### config.mk
export PLATFORM = sky130hd
export DESIGN_NAME = ccc_cfg_regs
export DESIGN_NICKNAME = d
export VERILOG_FILES = /design/src/pkg/ccc_pkg.sv /design/src/pkg/ccc_wr_if.sv /design/src/hw/ccc_cfg_regs.sv /design/src/hw/ccc_reg_bank.sv
export SDC_FILE = /design/constraint.sdc
export NUM_CORES = 1
export LEC_CHECK = 0
export BUFFER_PORTS_ARGS = -buffer_cell sky130_fd_sc_hd__clkbuf_2
export CAP_MARGIN = 20
export CELL_PAD_IN_SITES_DETAIL_PLACEMENT = 0
export CELL_PAD_IN_SITES_GLOBAL_PLACEMENT = 1
export CORE_AREA = 2 2 134 136
export DETAILED_ROUTE_END_ITERATION = 12
export DIE_AREA = 0 0 136 138
export PLACE_DENSITY = 0.85
export SYNTH_ARGS = -nofsm -noshare
export SYNTH_HDL_FRONTEND = slang
export SYNTH_SLANG_ARGS = --single-unit
### constraint.sdc
create_clock -name pclk -period 4.4 [get_ports pclk]
set_input_delay 0.88 -clock pclk [delete_from_list [all_inputs] [get_ports pclk]]
set_output_delay 0.88 -clock pclk [all_outputs]
set_load 0.02 [all_outputs]
### src/pkg/ccc_pkg.sv
package ccc_pkg;
	// ==========================================
	// register indices (byte-wide, index*4 = byte address)
	localparam logic [7:0] CCC_IDX_CUR_HEIGHT = 8'h3F;
	localparam logic [7:0] CCC_IDX_GCX_LO = 8'h40;
	localparam logic [7:0] CCC_IDX_GCX_HI = 8'h41;
	localparam logic [7:0] CCC_IDX_GCY_LO = 8'h42;
	localparam logic [7:0] CCC_IDX_GCY_HI = 8'h43;
	localparam logic [7:0] CCC_IDX_GCC_A = 8'h44;
	localparam logic [7:0] CCC_IDX_GCC_B = 8'h45;
	localparam logic [7:0] CCC_IDX_PAGE = 8'h46;
	localparam logic [7:0] CCC_IDX_CVS_B0 = 8'h50;
	localparam logic [7:0] CCC_IDX_CVS_B1 = 8'h51;
	localparam logic [7:0] CCC_IDX_CVS_B2 = 8'h52;
	localparam logic [7:0] CCC_IDX_CVS_B3 = 8'h53;
	localparam logic [7:0] CCC_IDX_CW_LO = 8'h54;
	localparam logic [7:0] CCC_IDX_CW_HI = 8'h55;
	localparam logic [7:0] CCC_IDX_AWX_LO = 8'h56;
	// ==========================================
	// writable-bit masks per register
	localparam logic [7:0] CCC_MASK_5BIT = 8'h1F;
	localparam logic [7:0] CCC_MASK_FULL = 8'hFF;
	localparam logic [7:0] CCC_MASK_ALIGN = 8'hFC;
	localparam logic [7:0] CCC_RESET_VAL = 8'h00;
	localparam int CCC_NREG = 15;
	localparam int CCC_PAGE_SEL_BIT = 0;
	localparam int CCC_PAGE_MBZ_BIT = 1;
	localparam logic [31:0] CCC_BAD_ADDR_DATA = 32'h0000_0000;
	// ==========================================
	// colour field positions, RRRGGGBB
	localparam int CCC_RED_LSB = 5;
	localparam int CCC_GREEN_LSB = 2;
	localparam int CCC_BLUE_LSB = 0;
endpackage

### src/pkg/ccc_wr_if.sv
`timescale 1ns/1ps
// write/read port between bus decoder and register bank
interface ccc_wr_if;
	logic we;
	logic [3:0] sel;
	logic [7:0] wdata;
	logic [7:0] rdata [15];
	modport bus (output we, output sel, output wdata, input rdata);
	modport bank (input we, input sel, input wdata, output rdata);
endinterface // ccc_wr_if

### src/hw/ccc_cfg_regs.sv
`timescale 1ns/1ps
// Contract
// text cursor height is a 5-bit zero-based count, zero meaning one pixel.
// text cursor dimensions are scaled by the character enlargement factor.
// graphic cursor x is 13 bits from a low byte and a 5-bit high part.
// graphic cursor y is 13 bits from a low byte and a 5-bit high part.
// two independent 8-bit cursor colours, laid out RRRGGGBB.
// page select bit 0 picks the register page, and software keeps bit 1 at zero.
// canvas start address is 32 bits over four bytes, with the low two bits fixed at zero.
// canvas image width is 13 bits in 4-pixel steps, with the low two bits fixed at zero.
// in linear addressing mode canvas base, width and window coordinates are disregarded.
// software keeps the window left x plus window width within 8188 pixels.
// with both cursors enabled the graphic cursor shows and the text cursor is suppressed.
module ccc_cfg_regs
	import ccc_pkg::*;
(
	input wire logic pclk,
	input wire logic presetn,
	input wire logic psel,
	input wire logic penable,
	input wire logic pwrite,
	input wire logic [31:0] paddr,
	input wire logic [31:0] pwdata,
	input wire logic [3:0] pstrb,
	output logic [31:0] prdata,
	output logic pready,
	output logic pslverr,
	input wire logic [1:0] char_scale,
	input wire logic linear_mode,
	input wire logic text_cursor_en,
	input wire logic gfx_cursor_en,
	output logic [7:0] text_cursor_rows,
	output logic text_cursor_show,
	output logic gfx_cursor_show,
	output logic [12:0] gfx_cursor_x,
	output logic [12:0] gfx_cursor_y,
	output logic [7:0] gfx_cursor_colour_a,
	output logic [7:0] gfx_cursor_colour_b,
	output logic [2:0] colour_a_red,
	output logic [2:0] colour_a_green,
	output logic [1:0] colour_a_blue,
	output logic page_sel,
	output logic [31:0] canvas_base,
	output logic [12:0] canvas_width,
	output logic [7:0] active_win_left_low
);
	// ==========================================
	// address decode
	function automatic logic [4:0] ccc_slot(input logic [7:0] idx);
		case (idx)
			CCC_IDX_CUR_HEIGHT: ccc_slot = 5'h00;
			CCC_IDX_GCX_LO: ccc_slot = 5'h01;
			CCC_IDX_GCX_HI: ccc_slot = 5'h02;
			CCC_IDX_GCY_LO: ccc_slot = 5'h03;
			CCC_IDX_GCY_HI: ccc_slot = 5'h04;
			CCC_IDX_GCC_A: ccc_slot = 5'h05;
			CCC_IDX_GCC_B: ccc_slot = 5'h06;
			CCC_IDX_PAGE: ccc_slot = 5'h07;
			CCC_IDX_CVS_B0: ccc_slot = 5'h08;
			CCC_IDX_CVS_B1: ccc_slot = 5'h09;
			CCC_IDX_CVS_B2: ccc_slot = 5'h0A;
			CCC_IDX_CVS_B3: ccc_slot = 5'h0B;
			CCC_IDX_CW_LO: ccc_slot = 5'h0C;
			CCC_IDX_CW_HI: ccc_slot = 5'h0D;
			CCC_IDX_AWX_LO: ccc_slot = 5'h0E;
			default: ccc_slot = 5'h10;
		endcase
	endfunction

	ccc_wr_if wr ();

	wire logic [4:0] slot = ccc_slot(paddr[9:2]);
	wire logic mapped = (slot[4] == 1'b0) && (paddr[31:10] == 22'h0) && (paddr[1:0] == 2'b00);
	wire logic access = psel && penable;
	// zero-wait slave, byte lane 0 carries the register
	assign pready = 1'b1;
	assign pslverr = access && !mapped;
	assign wr.we = access && pwrite && mapped && pstrb[0];
	assign wr.sel = slot[3:0];
	assign wr.wdata = pwdata[7:0];

	ccc_reg_bank u_bank (
		.pclk(pclk),
		.presetn(presetn),
		.wr(wr)
	);

	// read data registered at the setup phase
	logic [31:0] prdata_q;
	wire logic [31:0] prdata_d = mapped ? {24'h000000, wr.rdata[slot[3:0]]} : CCC_BAD_ADDR_DATA;
	always_ff @(posedge pclk or negedge presetn) begin
		if (!presetn) begin
			prdata_q <= 32'h0000_0000;
		end else if (psel && !penable && !pwrite) begin
			prdata_q <= prdata_d;
		end
	end
	assign prdata = prdata_q;

	// ==========================================
	// field outputs
	// zero-based height
	wire logic [5:0] cur_rows_base = {1'b0, wr.rdata[0][4:0]} + 6'h01;
	// scale by enlargement
	wire logic [2:0] scale_n = {1'b0, char_scale} + 3'h1;
	wire logic [8:0] cur_rows_scaled = {3'b000, cur_rows_base} * {6'h00, scale_n};
	assign text_cursor_rows = cur_rows_scaled[7:0];
	// graphic cursor wins
	assign gfx_cursor_show = gfx_cursor_en;
	assign text_cursor_show = text_cursor_en && !gfx_cursor_en;
	// horizontal location
	assign gfx_cursor_x = {wr.rdata[2][4:0], wr.rdata[1]};
	// vertical location
	assign gfx_cursor_y = {wr.rdata[4][4:0], wr.rdata[3]};
	// colours and field split
	assign gfx_cursor_colour_a = wr.rdata[5];
	assign gfx_cursor_colour_b = wr.rdata[6];
	assign colour_a_red = wr.rdata[5][CCC_RED_LSB +: 3];
	assign colour_a_green = wr.rdata[5][CCC_GREEN_LSB +: 3];
	assign colour_a_blue = wr.rdata[5][CCC_BLUE_LSB +: 2];
	// page select bit
	assign page_sel = wr.rdata[7][CCC_PAGE_SEL_BIT];
	// linear mode blanks canvas settings
	// word aligned base
	assign canvas_base = linear_mode ? 32'h0000_0000 :
		{wr.rdata[11], wr.rdata[10], wr.rdata[9], wr.rdata[8][7:2], 2'b00};
	// 4-pixel width
	assign canvas_width = linear_mode ? 13'h0000 : {wr.rdata[13][4:0], wr.rdata[12][7:2], 2'b00};
	assign active_win_left_low = linear_mode ? 8'h00 : wr.rdata[14];

	// ==========================================
	// checks
	// write strobe on lane 0, without the address map check the bank also applies
	wire logic wr_cyc = access && pwrite && pstrb[0];
	// height one more than field
	a_cur_height: assert property (@(posedge pclk) disable iff (!presetn)
		char_scale == 2'b00 |-> text_cursor_rows == 8'({3'b000, wr.rdata[0][4:0]} + 8'h01))
		else $error("cursor height not zero based");
	// scaled by factor
	a_cur_scale: assert property (@(posedge pclk) disable iff (!presetn)
		char_scale == 2'b01 |-> text_cursor_rows == 8'({2'b00, wr.rdata[0][4:0], 1'b0} + 8'h02))
		else $error("cursor height not scaled");
	// x write lands next cycle
	a_gcx_write: assert property (@(posedge pclk) disable iff (!presetn)
		(access && pwrite && pstrb[0] && paddr == {22'h0, CCC_IDX_GCX_HI, 2'b00})
		|=> gfx_cursor_x[12:8] == $past(pwdata[4:0]))
		else $error("cursor x high not stored");
	// y write lands next cycle
	a_gcy_write: assert property (@(posedge pclk) disable iff (!presetn)
		(access && pwrite && pstrb[0] && paddr == {22'h0, CCC_IDX_GCY_LO, 2'b00})
		|=> gfx_cursor_y[7:0] == $past(pwdata[7:0]))
		else $error("cursor y low not stored");
	// colour b write
	a_colour_b: assert property (@(posedge pclk) disable iff (!presetn)
		(access && pwrite && pstrb[0] && paddr == {22'h0, CCC_IDX_GCC_B, 2'b00})
		|=> gfx_cursor_colour_b == $past(pwdata[7:0]))
		else $error("colour b not stored");
	// page bit follows write
	a_page_sel: assert property (@(posedge pclk) disable iff (!presetn)
		(access && pwrite && pstrb[0] && paddr == {22'h0, CCC_IDX_PAGE, 2'b00})
		|=> page_sel == $past(pwdata[0]))
		else $error("page select not stored");
	// base low bits zero
	a_base_align: assert property (@(posedge pclk) disable iff (!presetn)
		canvas_base[1:0] == 2'b00 && wr.rdata[8][1:0] == 2'b00)
		else $error("canvas base not aligned");
	// width low bits zero
	a_width_align: assert property (@(posedge pclk) disable iff (!presetn)
		canvas_width[1:0] == 2'b00 && wr.rdata[13][7:5] == 3'b000)
		else $error("canvas width bad bits");
	// linear mode ignores settings
	a_linear_mode: assert property (@(posedge pclk) disable iff (!presetn)
		linear_mode |-> canvas_base == 32'h0 && canvas_width == 13'h0 && active_win_left_low == 8'h0)
		else $error("linear mode not honoured");
	// cursor priority
	a_cur_priority: assert property (@(posedge pclk) disable iff (!presetn)
		gfx_cursor_en |-> !text_cursor_show && gfx_cursor_show)
		else $error("text cursor not suppressed");

	// triple size cursor
	a_cur_triple: assert property (@(posedge pclk) disable iff (!presetn)
		char_scale == 2'b10 |-> text_cursor_rows == 8'({3'b000, wr.rdata[0][4:0]} * 8'h03 + 8'h03))
		else $error("cursor height not tripled");

	// largest enlargement
	a_cur_quad: assert property (@(posedge pclk) disable iff (!presetn)
		char_scale == 2'b11 |-> text_cursor_rows == 8'({1'b0, wr.rdata[0][4:0], 2'b00} + 8'h04))
		else $error("cursor height not quadrupled");

	// height write masked
	a_height_write: assert property (@(posedge pclk) disable iff (!presetn)
		(wr_cyc && paddr == {22'h0, CCC_IDX_CUR_HEIGHT, 2'b00})
		|=> wr.rdata[0] == ($past(pwdata[7:0]) & CCC_MASK_5BIT))
		else $error("cursor height not stored");

	// height spare bits zero
	a_height_spare: assert property (@(posedge pclk) disable iff (!presetn)
		wr.rdata[0][7:5] == 3'b000)
		else $error("cursor height spare bits set");

	// x low byte write
	a_gcx_low: assert property (@(posedge pclk) disable iff (!presetn)
		(wr_cyc && paddr == {22'h0, CCC_IDX_GCX_LO, 2'b00})
		|=> gfx_cursor_x[7:0] == $past(pwdata[7:0]))
		else $error("cursor x low not stored");

	// y high part write
	a_gcy_high: assert property (@(posedge pclk) disable iff (!presetn)
		(wr_cyc && paddr == {22'h0, CCC_IDX_GCY_HI, 2'b00})
		|=> gfx_cursor_y[12:8] == $past(pwdata[4:0]))
		else $error("cursor y high not stored");

	// high parts spare bits zero
	a_pos_spare: assert property (@(posedge pclk) disable iff (!presetn)
		wr.rdata[2][7:5] == 3'b000 && wr.rdata[4][7:5] == 3'b000)
		else $error("cursor position spare bits set");

	// colour a write
	a_colour_a: assert property (@(posedge pclk) disable iff (!presetn)
		(wr_cyc && paddr == {22'h0, CCC_IDX_GCC_A, 2'b00})
		|=> gfx_cursor_colour_a == $past(pwdata[7:0]))
		else $error("colour a not stored");

	// colour split order
	a_colour_split: assert property (@(posedge pclk) disable iff (!presetn)
		{colour_a_red, colour_a_green, colour_a_blue} == gfx_cursor_colour_a)
		else $error("colour fields misplaced");

	// whole page byte kept
	a_page_byte: assert property (@(posedge pclk) disable iff (!presetn)
		(wr_cyc && paddr == {22'h0, CCC_IDX_PAGE, 2'b00})
		|=> wr.rdata[7] == $past(pwdata[7:0]))
		else $error("page byte not stored");

	// base low byte aligned
	a_base_low: assert property (@(posedge pclk) disable iff (!presetn)
		(wr_cyc && paddr == {22'h0, CCC_IDX_CVS_B0, 2'b00})
		|=> linear_mode || canvas_base[7:0] == ($past(pwdata[7:0]) & CCC_MASK_ALIGN))
		else $error("canvas base low not stored");

	// base top byte
	a_base_top: assert property (@(posedge pclk) disable iff (!presetn)
		(wr_cyc && paddr == {22'h0, CCC_IDX_CVS_B3, 2'b00})
		|=> linear_mode || canvas_base[31:24] == $past(pwdata[7:0]))
		else $error("canvas base top not stored");

	// width low byte
	a_width_low: assert property (@(posedge pclk) disable iff (!presetn)
		(wr_cyc && paddr == {22'h0, CCC_IDX_CW_LO, 2'b00})
		|=> linear_mode || canvas_width[7:0] == ($past(pwdata[7:0]) & CCC_MASK_ALIGN))
		else $error("canvas width low not stored");

	// width high part
	a_width_high: assert property (@(posedge pclk) disable iff (!presetn)
		(wr_cyc && paddr == {22'h0, CCC_IDX_CW_HI, 2'b00})
		|=> linear_mode || canvas_width[12:8] == $past(pwdata[4:0]))
		else $error("canvas width high not stored");

	// window left outside linear mode
	a_win_left: assert property (@(posedge pclk) disable iff (!presetn)
		(wr_cyc && paddr == {22'h0, CCC_IDX_AWX_LO, 2'b00})
		|=> linear_mode || active_win_left_low == $past(pwdata[7:0]))
		else $error("window left not stored");

	// text cursor alone shows
	a_text_only: assert property (@(posedge pclk) disable iff (!presetn)
		text_cursor_en && !gfx_cursor_en |-> text_cursor_show)
		else $error("text cursor not shown");

	// graphic cursor off
	a_gfx_off: assert property (@(posedge pclk) disable iff (!presetn)
		!gfx_cursor_en |-> !gfx_cursor_show)
		else $error("graphic cursor shown while off");

	// zero wait bus
	a_zero_wait: assert property (@(posedge pclk) disable iff (!presetn)
		pready == 1'b1)
		else $error("bus not zero wait");

	// error on unmapped access
	a_err_unmapped: assert property (@(posedge pclk) disable iff (!presetn)
		access && !mapped |-> pslverr)
		else $error("unmapped access not flagged");

	// no error on mapped access
	a_err_mapped: assert property (@(posedge pclk) disable iff (!presetn)
		access && mapped |-> !pslverr)
		else $error("mapped access flagged");

	// no error outside access
	a_err_idle: assert property (@(posedge pclk) disable iff (!presetn)
		!access |-> !pslverr)
		else $error("error outside access");

	// unmapped read returns zero
	a_read_bad: assert property (@(posedge pclk) disable iff (!presetn)
		(psel && !penable && !pwrite && !mapped) |=> prdata == 32'h0000_0000)
		else $error("unmapped read not zero");

	// upper read bits zero
	a_read_upper: assert property (@(posedge pclk) disable iff (!presetn)
		prdata[31:8] == 24'h000000)
		else $error("read upper bits set");

	// read data stands between reads
	a_read_hold: assert property (@(posedge pclk) disable iff (!presetn)
		!(psel && !penable && !pwrite) |=> $stable(prdata))
		else $error("read data changed");

	// lane zero off drops the write
	a_strb_drop: assert property (@(posedge pclk) disable iff (!presetn)
		(access && pwrite && !pstrb[0])
		|=> $stable(gfx_cursor_x) && $stable(gfx_cursor_y) && $stable(page_sel))
		else $error("write without lane zero landed");

	// unmapped write dropped
	a_bad_write: assert property (@(posedge pclk) disable iff (!presetn)
		(access && pwrite && !mapped)
		|=> $stable(gfx_cursor_x) && $stable(gfx_cursor_colour_b) && $stable(page_sel))
		else $error("unmapped write landed");
endmodule // ccc_cfg_regs

### src/hw/ccc_reg_bank.sv
`timescale 1ns/1ps
module ccc_reg_bank
	import ccc_pkg::*;
(
	input wire logic pclk,
	input wire logic presetn,
	ccc_wr_if.bank wr
);
	// ==========================================
	// masks: reserved and fixed bits hold zero
	function automatic logic [7:0] ccc_mask(input int i);
		case (i)
			0, 2, 4, 13: ccc_mask = CCC_MASK_5BIT;
			8, 12: ccc_mask = CCC_MASK_ALIGN;
			default: ccc_mask = CCC_MASK_FULL;
		endcase
	endfunction

	// ==========================================
	// one byte register per slot
	genvar g;
	generate
		for (g = 0; g < CCC_NREG; g++) begin : g_reg
			logic [7:0] r_q;
			wire hit = wr.we && (wr.sel == 4'(g));
			always_ff @(posedge pclk or negedge presetn) begin
				if (!presetn) begin
					r_q <= CCC_RESET_VAL;
				end else if (hit) begin
					r_q <= wr.wdata & ccc_mask(g);
				end
			end
			assign wr.rdata[g] = r_q;
		end
	endgenerate
endmodule // ccc_reg_bank

==> impl_metrics.yaml, run 1 <==
placement:
  numPortBuffers: 169
  gp_congestion: 0.952
  post-dp-hpwl_um: 14700
clock_network:
  htree_levels: 3
  cts.sinks: 112
  numCtsBuffers: 9
  clock_path_buffers: 2
  clk_latency_ps: 350
  cts_tree: "built"
  cts_root_buf: "clkbuf_16"
  postCtsSetupBuffers: 0
  clk_pin_slew_ps: 70
floorplanning:
  io_pins: 226
  die-area_mm2: 0.0188
  rows: 49
  start_util_pct: 37.8
  dieHeight_um: 138
  core_mm2: 0.0175
  die-width_um: 136
detailed_routing:
  vias: 5303
  drc: 0
  avgViaCountPerCell: 5.30
  wl_per_cell_um: 19.2
  wl_um: 19200
  drt_first_pass_iters: 4
  drt_iter0_drc: 359
  ant_nets: 0
final_layout:
  area_delta_synth_final_pct: 18.2
  multi_input_area_mm2: 0.00349
  finish.utilization_pct: 44.7
  diodes: 0
  drive_above_1_share_pct: 41.5
  fin_nets: 859
  regArea_mm2: 0.00280
  fillers: 1742
sta:
  slew_violations: 0
  fin_crit_sh_pct: 95.9
  tightest_slew_ps: 1030
  min_period_ps: 4220
  max_freq_mhz: 237
  rsz0062_at_grt: "no"
  setup_viol: 0
  skew_ps: 5.36
  hold_viol_final: 0
  fin_setup_tns_ps: 0
  slew_headroom_pct: 30.0
pwr:
  p_leak_nw: 4.05
  p_per_area_mw_per_mm2: 255
  power.share.sequential_pct: 51.4
  swShare_pct: 25.8
  internal-power_mw: 1.49
  combPwrFrac_pct: 9.7
  ir_drop_uv: 152
  p_clk_share_pct: 38.9
  power_switching_uw: 517
critical_path:
  cp_cell_sequence: "clkbuf_2 -> ha_4 -> nand2_1 -> fa_1 -> inv_1 -> ha_1 -> a21o_1 -> a21oi_1 -> o21bai_1 -> a21oi_1 -> xnor2_1 -> clkbuf_2"
  worstSetupPathType: "input port to output port"
  cp-start-kind: "input port"
  cp_max_fo: 7
  slowest_delay_ps: 570
  cp.required_ps: 3520
  critPathSlowestCell: "fa_1"
  arrival_ps: 3340
  crit_path_end_kind: "output port"
synthesis:
  ys_ff_latch: 112
  synthArstFlopShare_pct: 100
  synth_top_area_cell: "dfrtp_1"
  syn_avg_cell_area_um2: 10.8
  yosysUniqueCellTypes: 63
  synth-edff-count: 0
  yosys_warnings: 0
  syn-cell-area_mm2: 0.00663
  synth_cells: 614
  seq_area_frac_synth_pct: 42.3
  ys_top_cells_by_area: "dfrtp_1 42%, mux2_2 18%, nor2b_1 5.4%"
  synth_top_area_share_pct: 42.3
  synth-main-ff-cell: "dfrtp_1"
flow_run:
  cap_violations: 0
global_routing:
  antenna_found_initial: 0
  grt_max_degree: 63
  grt_pass1_vias: 5194
  grt_pass1_wl_um: 29600
  grt_overflow_total: 0
  track_usage_pct: 20.5
status:
  status: "complete, no violations"
min_path:
  hold_class: "register to register"
[stage by stage]
step | worst slack, ps | hold WS (ps) | total power, mW | cells | area (µm²)
5_1_grt | 10.2 | 531 | 2.08 | 1001 | 7840
3_5_place_dp | 87.0 | 483 | 1.24 | 985 | 7540
4_1_cts | 91.0 | 498 | 2.01 | 1001 | 7830
6_report | 180 | 503 | 2.00 | 1001 | 7840
3_3_place_gp | 126 | 477 | 1.24 | 985 | 7540
2_1_floorplan | 501 | 479 | 1.18 | 641 | 6730
[placed cells by master (no fill, tap or decap), types with 11 or more instances in the layout]
cell type	synthesis	final
nor2_1	19	19
nor2b_1	57	57
dfrtp_1	112	111
mux2_2	108	108
conb_1	2	29
nand2_1	49	49
mux2i_1	19	19
clkbuf_2	0	168
inv_1	14	14
a21oi_1	11	11
buf_4	39	11
o21ai_0	19	19
[cell type report]
cell class / instances / area share (%)
clock inverters: 5 / 0.526
flip-flops and latches: 112 / 35.8
multi-input cells: 450 / 44.5
repair buffers: 179 / 11.8
inverters: 15 / 0.718
clock buffers: 11 / 3.10
well taps: 229 / 3.65
[per-layer routing]
| layer | wire length (µm) | track usage (%) | up-vias |
|---|---|---|---|
| li1 | - | - | 2437 |
| met1 | 8650 | 28.6 | 2626 |
| met2 | 8900 | 32.2 | 214 |
| met3 | 1250 | 3.89 | 26 |
| met4 | 415 | 6.20 | 0 |
| met5 | 0 | 0 | - |
[critical path: cells and delay by family]
family | cells | cell delay (ps)
buf+inv | 3 | 410
simple gates | 1 | 70
fa+ha+maj | 3 | 1170
compound gates | 4 | 680
xor+xnor | 1 | 140
[path summary, 6_finish.rpt]
check / startpoint / endpoint / slack (ps) / cells after the start
max in group asynchronous: presetn / u_bank.g_reg[0].r_q[0]$_DFFE_PN0P_ / 2870 / 2
hold / removal: prdata[3]$_DFFE_PN0P_ / prdata[3]$_DFFE_PN0P_ / 500 / 1
min in group asynchronous: presetn / u_bank.g_reg[11].r_q[2]$_DFFE_PN0P_ / 600 / 1
hold reg to reg: prdata[3]$_DFFE_PN0P_ / prdata[3]$_DFFE_PN0P_ / 500 / 1
setup reg to reg: u_bank.g_reg[5].r_q[3]$_DFFE_PN0P_ / prdata[3]$_DFFE_PN0P_ / 2870 / 4
setup / recovery: char_scale[0] / text_cursor_rows[7] / 180 / 12
[synthesized netlist by cell type, drive strengths merged, types with 3 or more instances]
library cell / count
nor3: 8
a22oi: 5
xnor2: 6
nand2: 51
a32o: 3
mux2i: 19
dfrtp: 112
a32oi: 3
ha: 9
buf: 47
o21ai: 20
fa: 5
clkbuf: 17
a21oi: 12
mux2: 109
nand3: 9
or3: 3
a21o: 3
o221ai: 6
nor2: 19
nor2b: 57
inv: 14
a221o: 3
and2: 4
nor4: 9
nand2b: 9
a221oi: 4
a31oi: 4
xor2: 5
a2111oi: 3
o22ai: 7
[kinds of logic (layout without fill, tap and decap cells)]
family                   after synthesis  in the layout  share of synthesized area (%)
AO/OA/AOI/OAI                         85             85                           9.13
XOR/XNOR                              11             11                           1.45
adder cells (fa/ha/maj)               14             14                           3.21
buffers and inverters                 79            210                           6.87
flip-flops                           112            112                           42.3
multiplexers                         129            129                           21.7
other                                  2             29                          0.113
AND/OR/NAND/NOR                      182            182                           15.3
[state kept, by name, summed over array words and instances, names as in the netlist]
name / flops
prdata: 8
u_bank.g.r_q: 104
[power by group through the flow]
stage	Clock, mW	Combinational [mW]	Sequential (mW)
floorplan	0	0.126	1.05
global placement	0	0.190	1.05
detailed placement	0	0.191	1.05
CTS	0.794	0.192	1.03
global route	0.840	0.212	1.03
finish	0.779	0.194	1.03
[what timing repair did]
item	in CTS	in global routing
resized for setup	0	2
hold buffers	0	0
setup endpoints to repair	0	1
Power figures use the tool's default switching activity.
==> run 2, diff against run 1 <==
- REMOVE_ABC_BUFFERS: not set -> 1
==> impl_metrics.yaml, run 2 (same netlist as run 1, synthesis figures left out) <==
critical_path:
  cp_max_fo: 7
  r2r-start: "u_bank.g_reg[14].r_q[4]$_DFFE_PN0P_"
  arrival_ps: 3260
  critPathSlowestCell: "fa_1"
  cp.required_ps: 3520
  cp_cell_sequence: "clkbuf_2 -> ha_4 -> nand2_1 -> fa_1 -> inv_1 -> ha_1 -> a21o_1 -> a21oi_2 -> o21bai_1 -> a21oi_1 -> xnor2_1 -> buf_4"
  cp-start-kind: "input port"
  worstSetupPathType: "input port to output port"
  critPathBufInv: 3
  crit_family: "adder cells"
  crit_path_end_kind: "output port"
  slowest_delay_ps: 560
  worstSetupStartpoint: "char_scale[0]"
clock_network:
  clk_pin_slew_ps: 80
  numCtsBuffers: 9
  clk_latency_ps: 350
  cts_resized: 0
  cts_tree: "built"
  cts.sinks: 112
  clock_path_buffers: 2
  postCtsSetupBuffers: 0
  cts_root_buf: "clkbuf_16"
  hold_buffers: 0
  htree_levels: 3
sta:
  setup_viol: 0
  max_freq_mhz: 241
  hold_viol_final: 0
  rsz0062_at_grt: "no"
  fin_setup_tns_ps: 0
  hold_ws_ps: 494
  slew_headroom_pct: 36.3
  tightest_slew_ps: 954
  slew_violations: 0
  fin_crit_sh_pct: 94.2
  min_period_ps: 4140
  skew_ps: 11.2
final_layout:
  largest_reg_flops: 104
  finalNonFillerCells: 998
  largest-register: "u_bank.g.r_q"
  layout_common_cells: "167 x clkbuf_2, 111 x dfrtp_1, 108 x mux2_2"
  layout.cells.most_common: "clkbuf_2"
  multi_input_area_mm2: 0.00349
  diodes: 0
  fin_nets: 857
  drive_above_1_share_pct: 41.4
  area_delta_synth_final_pct: 18.7
  regArea_mm2: 0.00280
  fillers: 1698
  finish.utilization_pct: 44.9
global_routing:
  grt_max_degree: 57
  grt_overflow_total: 0
  antenna_found_initial: 0
  grt_pass1_vias: 5297
  track_usage_pct: 20.4
  grt_pass1_wl_um: 29500
detailed_routing:
  wl_met3_um: 1180
  avgViaCountPerCell: 5.29
  wl_per_cell_um: 18.9
  routed.top_layer: "met4"
  drt_first_pass_iters: 6
  wl_um: 18800
  wl_met2_um: 9150
  ant_nets: 0
  drt_iter0_drc: 397
  wirelength_met1_um: 8240
  drc: 0
  vias: 5276
placement:
  dpl.cell_count: 983
  gp_congestion: 0.841
  post-dp-hpwl_um: 14200
  numPortBuffers: 169
pwr:
  p_per_area_mw_per_mm2: 269
  p_leak_nw: 4.06
  finalPower_mw: 2.12
  ir_drop_uv: 248
floorplanning:
  start_util_pct: 37.8
  core_mm2: 0.0175
  io_pins: 226
  rows: 49
  dieHeight_um: 138
  die-width_um: 136
  die-area_mm2: 0.0188
status:
  status: "complete, no violations"
min_path:
  worstHoldStart: "prdata[1]$_DFFE_PN0P_"
  hold_class: "register to register"
flow_run:
  cap_violations: 0
## run 2: cell types whose count changed in the layout (fill, tap and decap cells not counted)
cell / delta
a21oi_1: -1
a21oi_2: +1
buf_4: -1
clkinv_4: -1
bufinv_16: +2
clkbuf_2: -1
clkinvlp_4: -2
## run 2: layout make-up
| class | instances | share of cell area, % |
|---|---|---|
| inverters | 15 | 0.715 |
| clock buffers | 11 | 3.08 |
| clock inverters | 4 | 0.986 |
| repair buffers | 177 | 11.6 |
| well taps | 229 | 3.64 |
| multi-input cells | 450 | 44.4 |
| flip-flops and latches | 112 | 35.6 |
## run 2: final timing paths
kind | endpoint | slack (ps) | depth (start not counted)
min in group asynchronous | u_bank.g_reg[9].r_q[7]$_DFFE_PN0P_ | 580 | 1
max reg2reg | prdata[4]$_DFFE_PN0P_ | 2730 | 5
min reg2reg | prdata[1]$_DFFE_PN0P_ | 490 | 2
max in group asynchronous | u_bank.g_reg[0].r_q[0]$_DFFE_PN0P_ | 2780 | 2
max | text_cursor_rows[7] | 260 | 12
min | prdata[1]$_DFFE_PN0P_ | 490 | 2
## run 2: stage by stage
| step | setup WS (ps) | instance area [µm²] |
|---|---|---|
| after floorplan | 501 | 6330 |
| after global placement | 141 | 7530 |
| after detailed placement | 74.1 | 7530 |
| after CTS | 65.6 | 7850 |
| after global routing | 18.8 | 7870 |
| final | 255 | 7870 |
## run 2: power by group
part	internal [mW]	switching, mW	total, mW	leakage [nW]
logic	0.0513	0.139	0.191	2.34
clock network	0.516	0.382	0.897	0.156
registers	1.03	0.00000000165	1.03	1.56
## run 2: metal layers
layer | global-route usage [%] | vias to the layer above
li1 | - | 2429
met1 | 26.8 | 2649
met2 | 34.2 | 177
met3 | 4.00 | 21
met4 | 5.32 | 0
met5 | 0 | -
## run 2: tightest hold or removal path, delay by kind of cell, from the launching register on
kind | cells | cell delay, ps
simple gates | 1 | 50
compound gates | 1 | 60
flops | 1 | 350
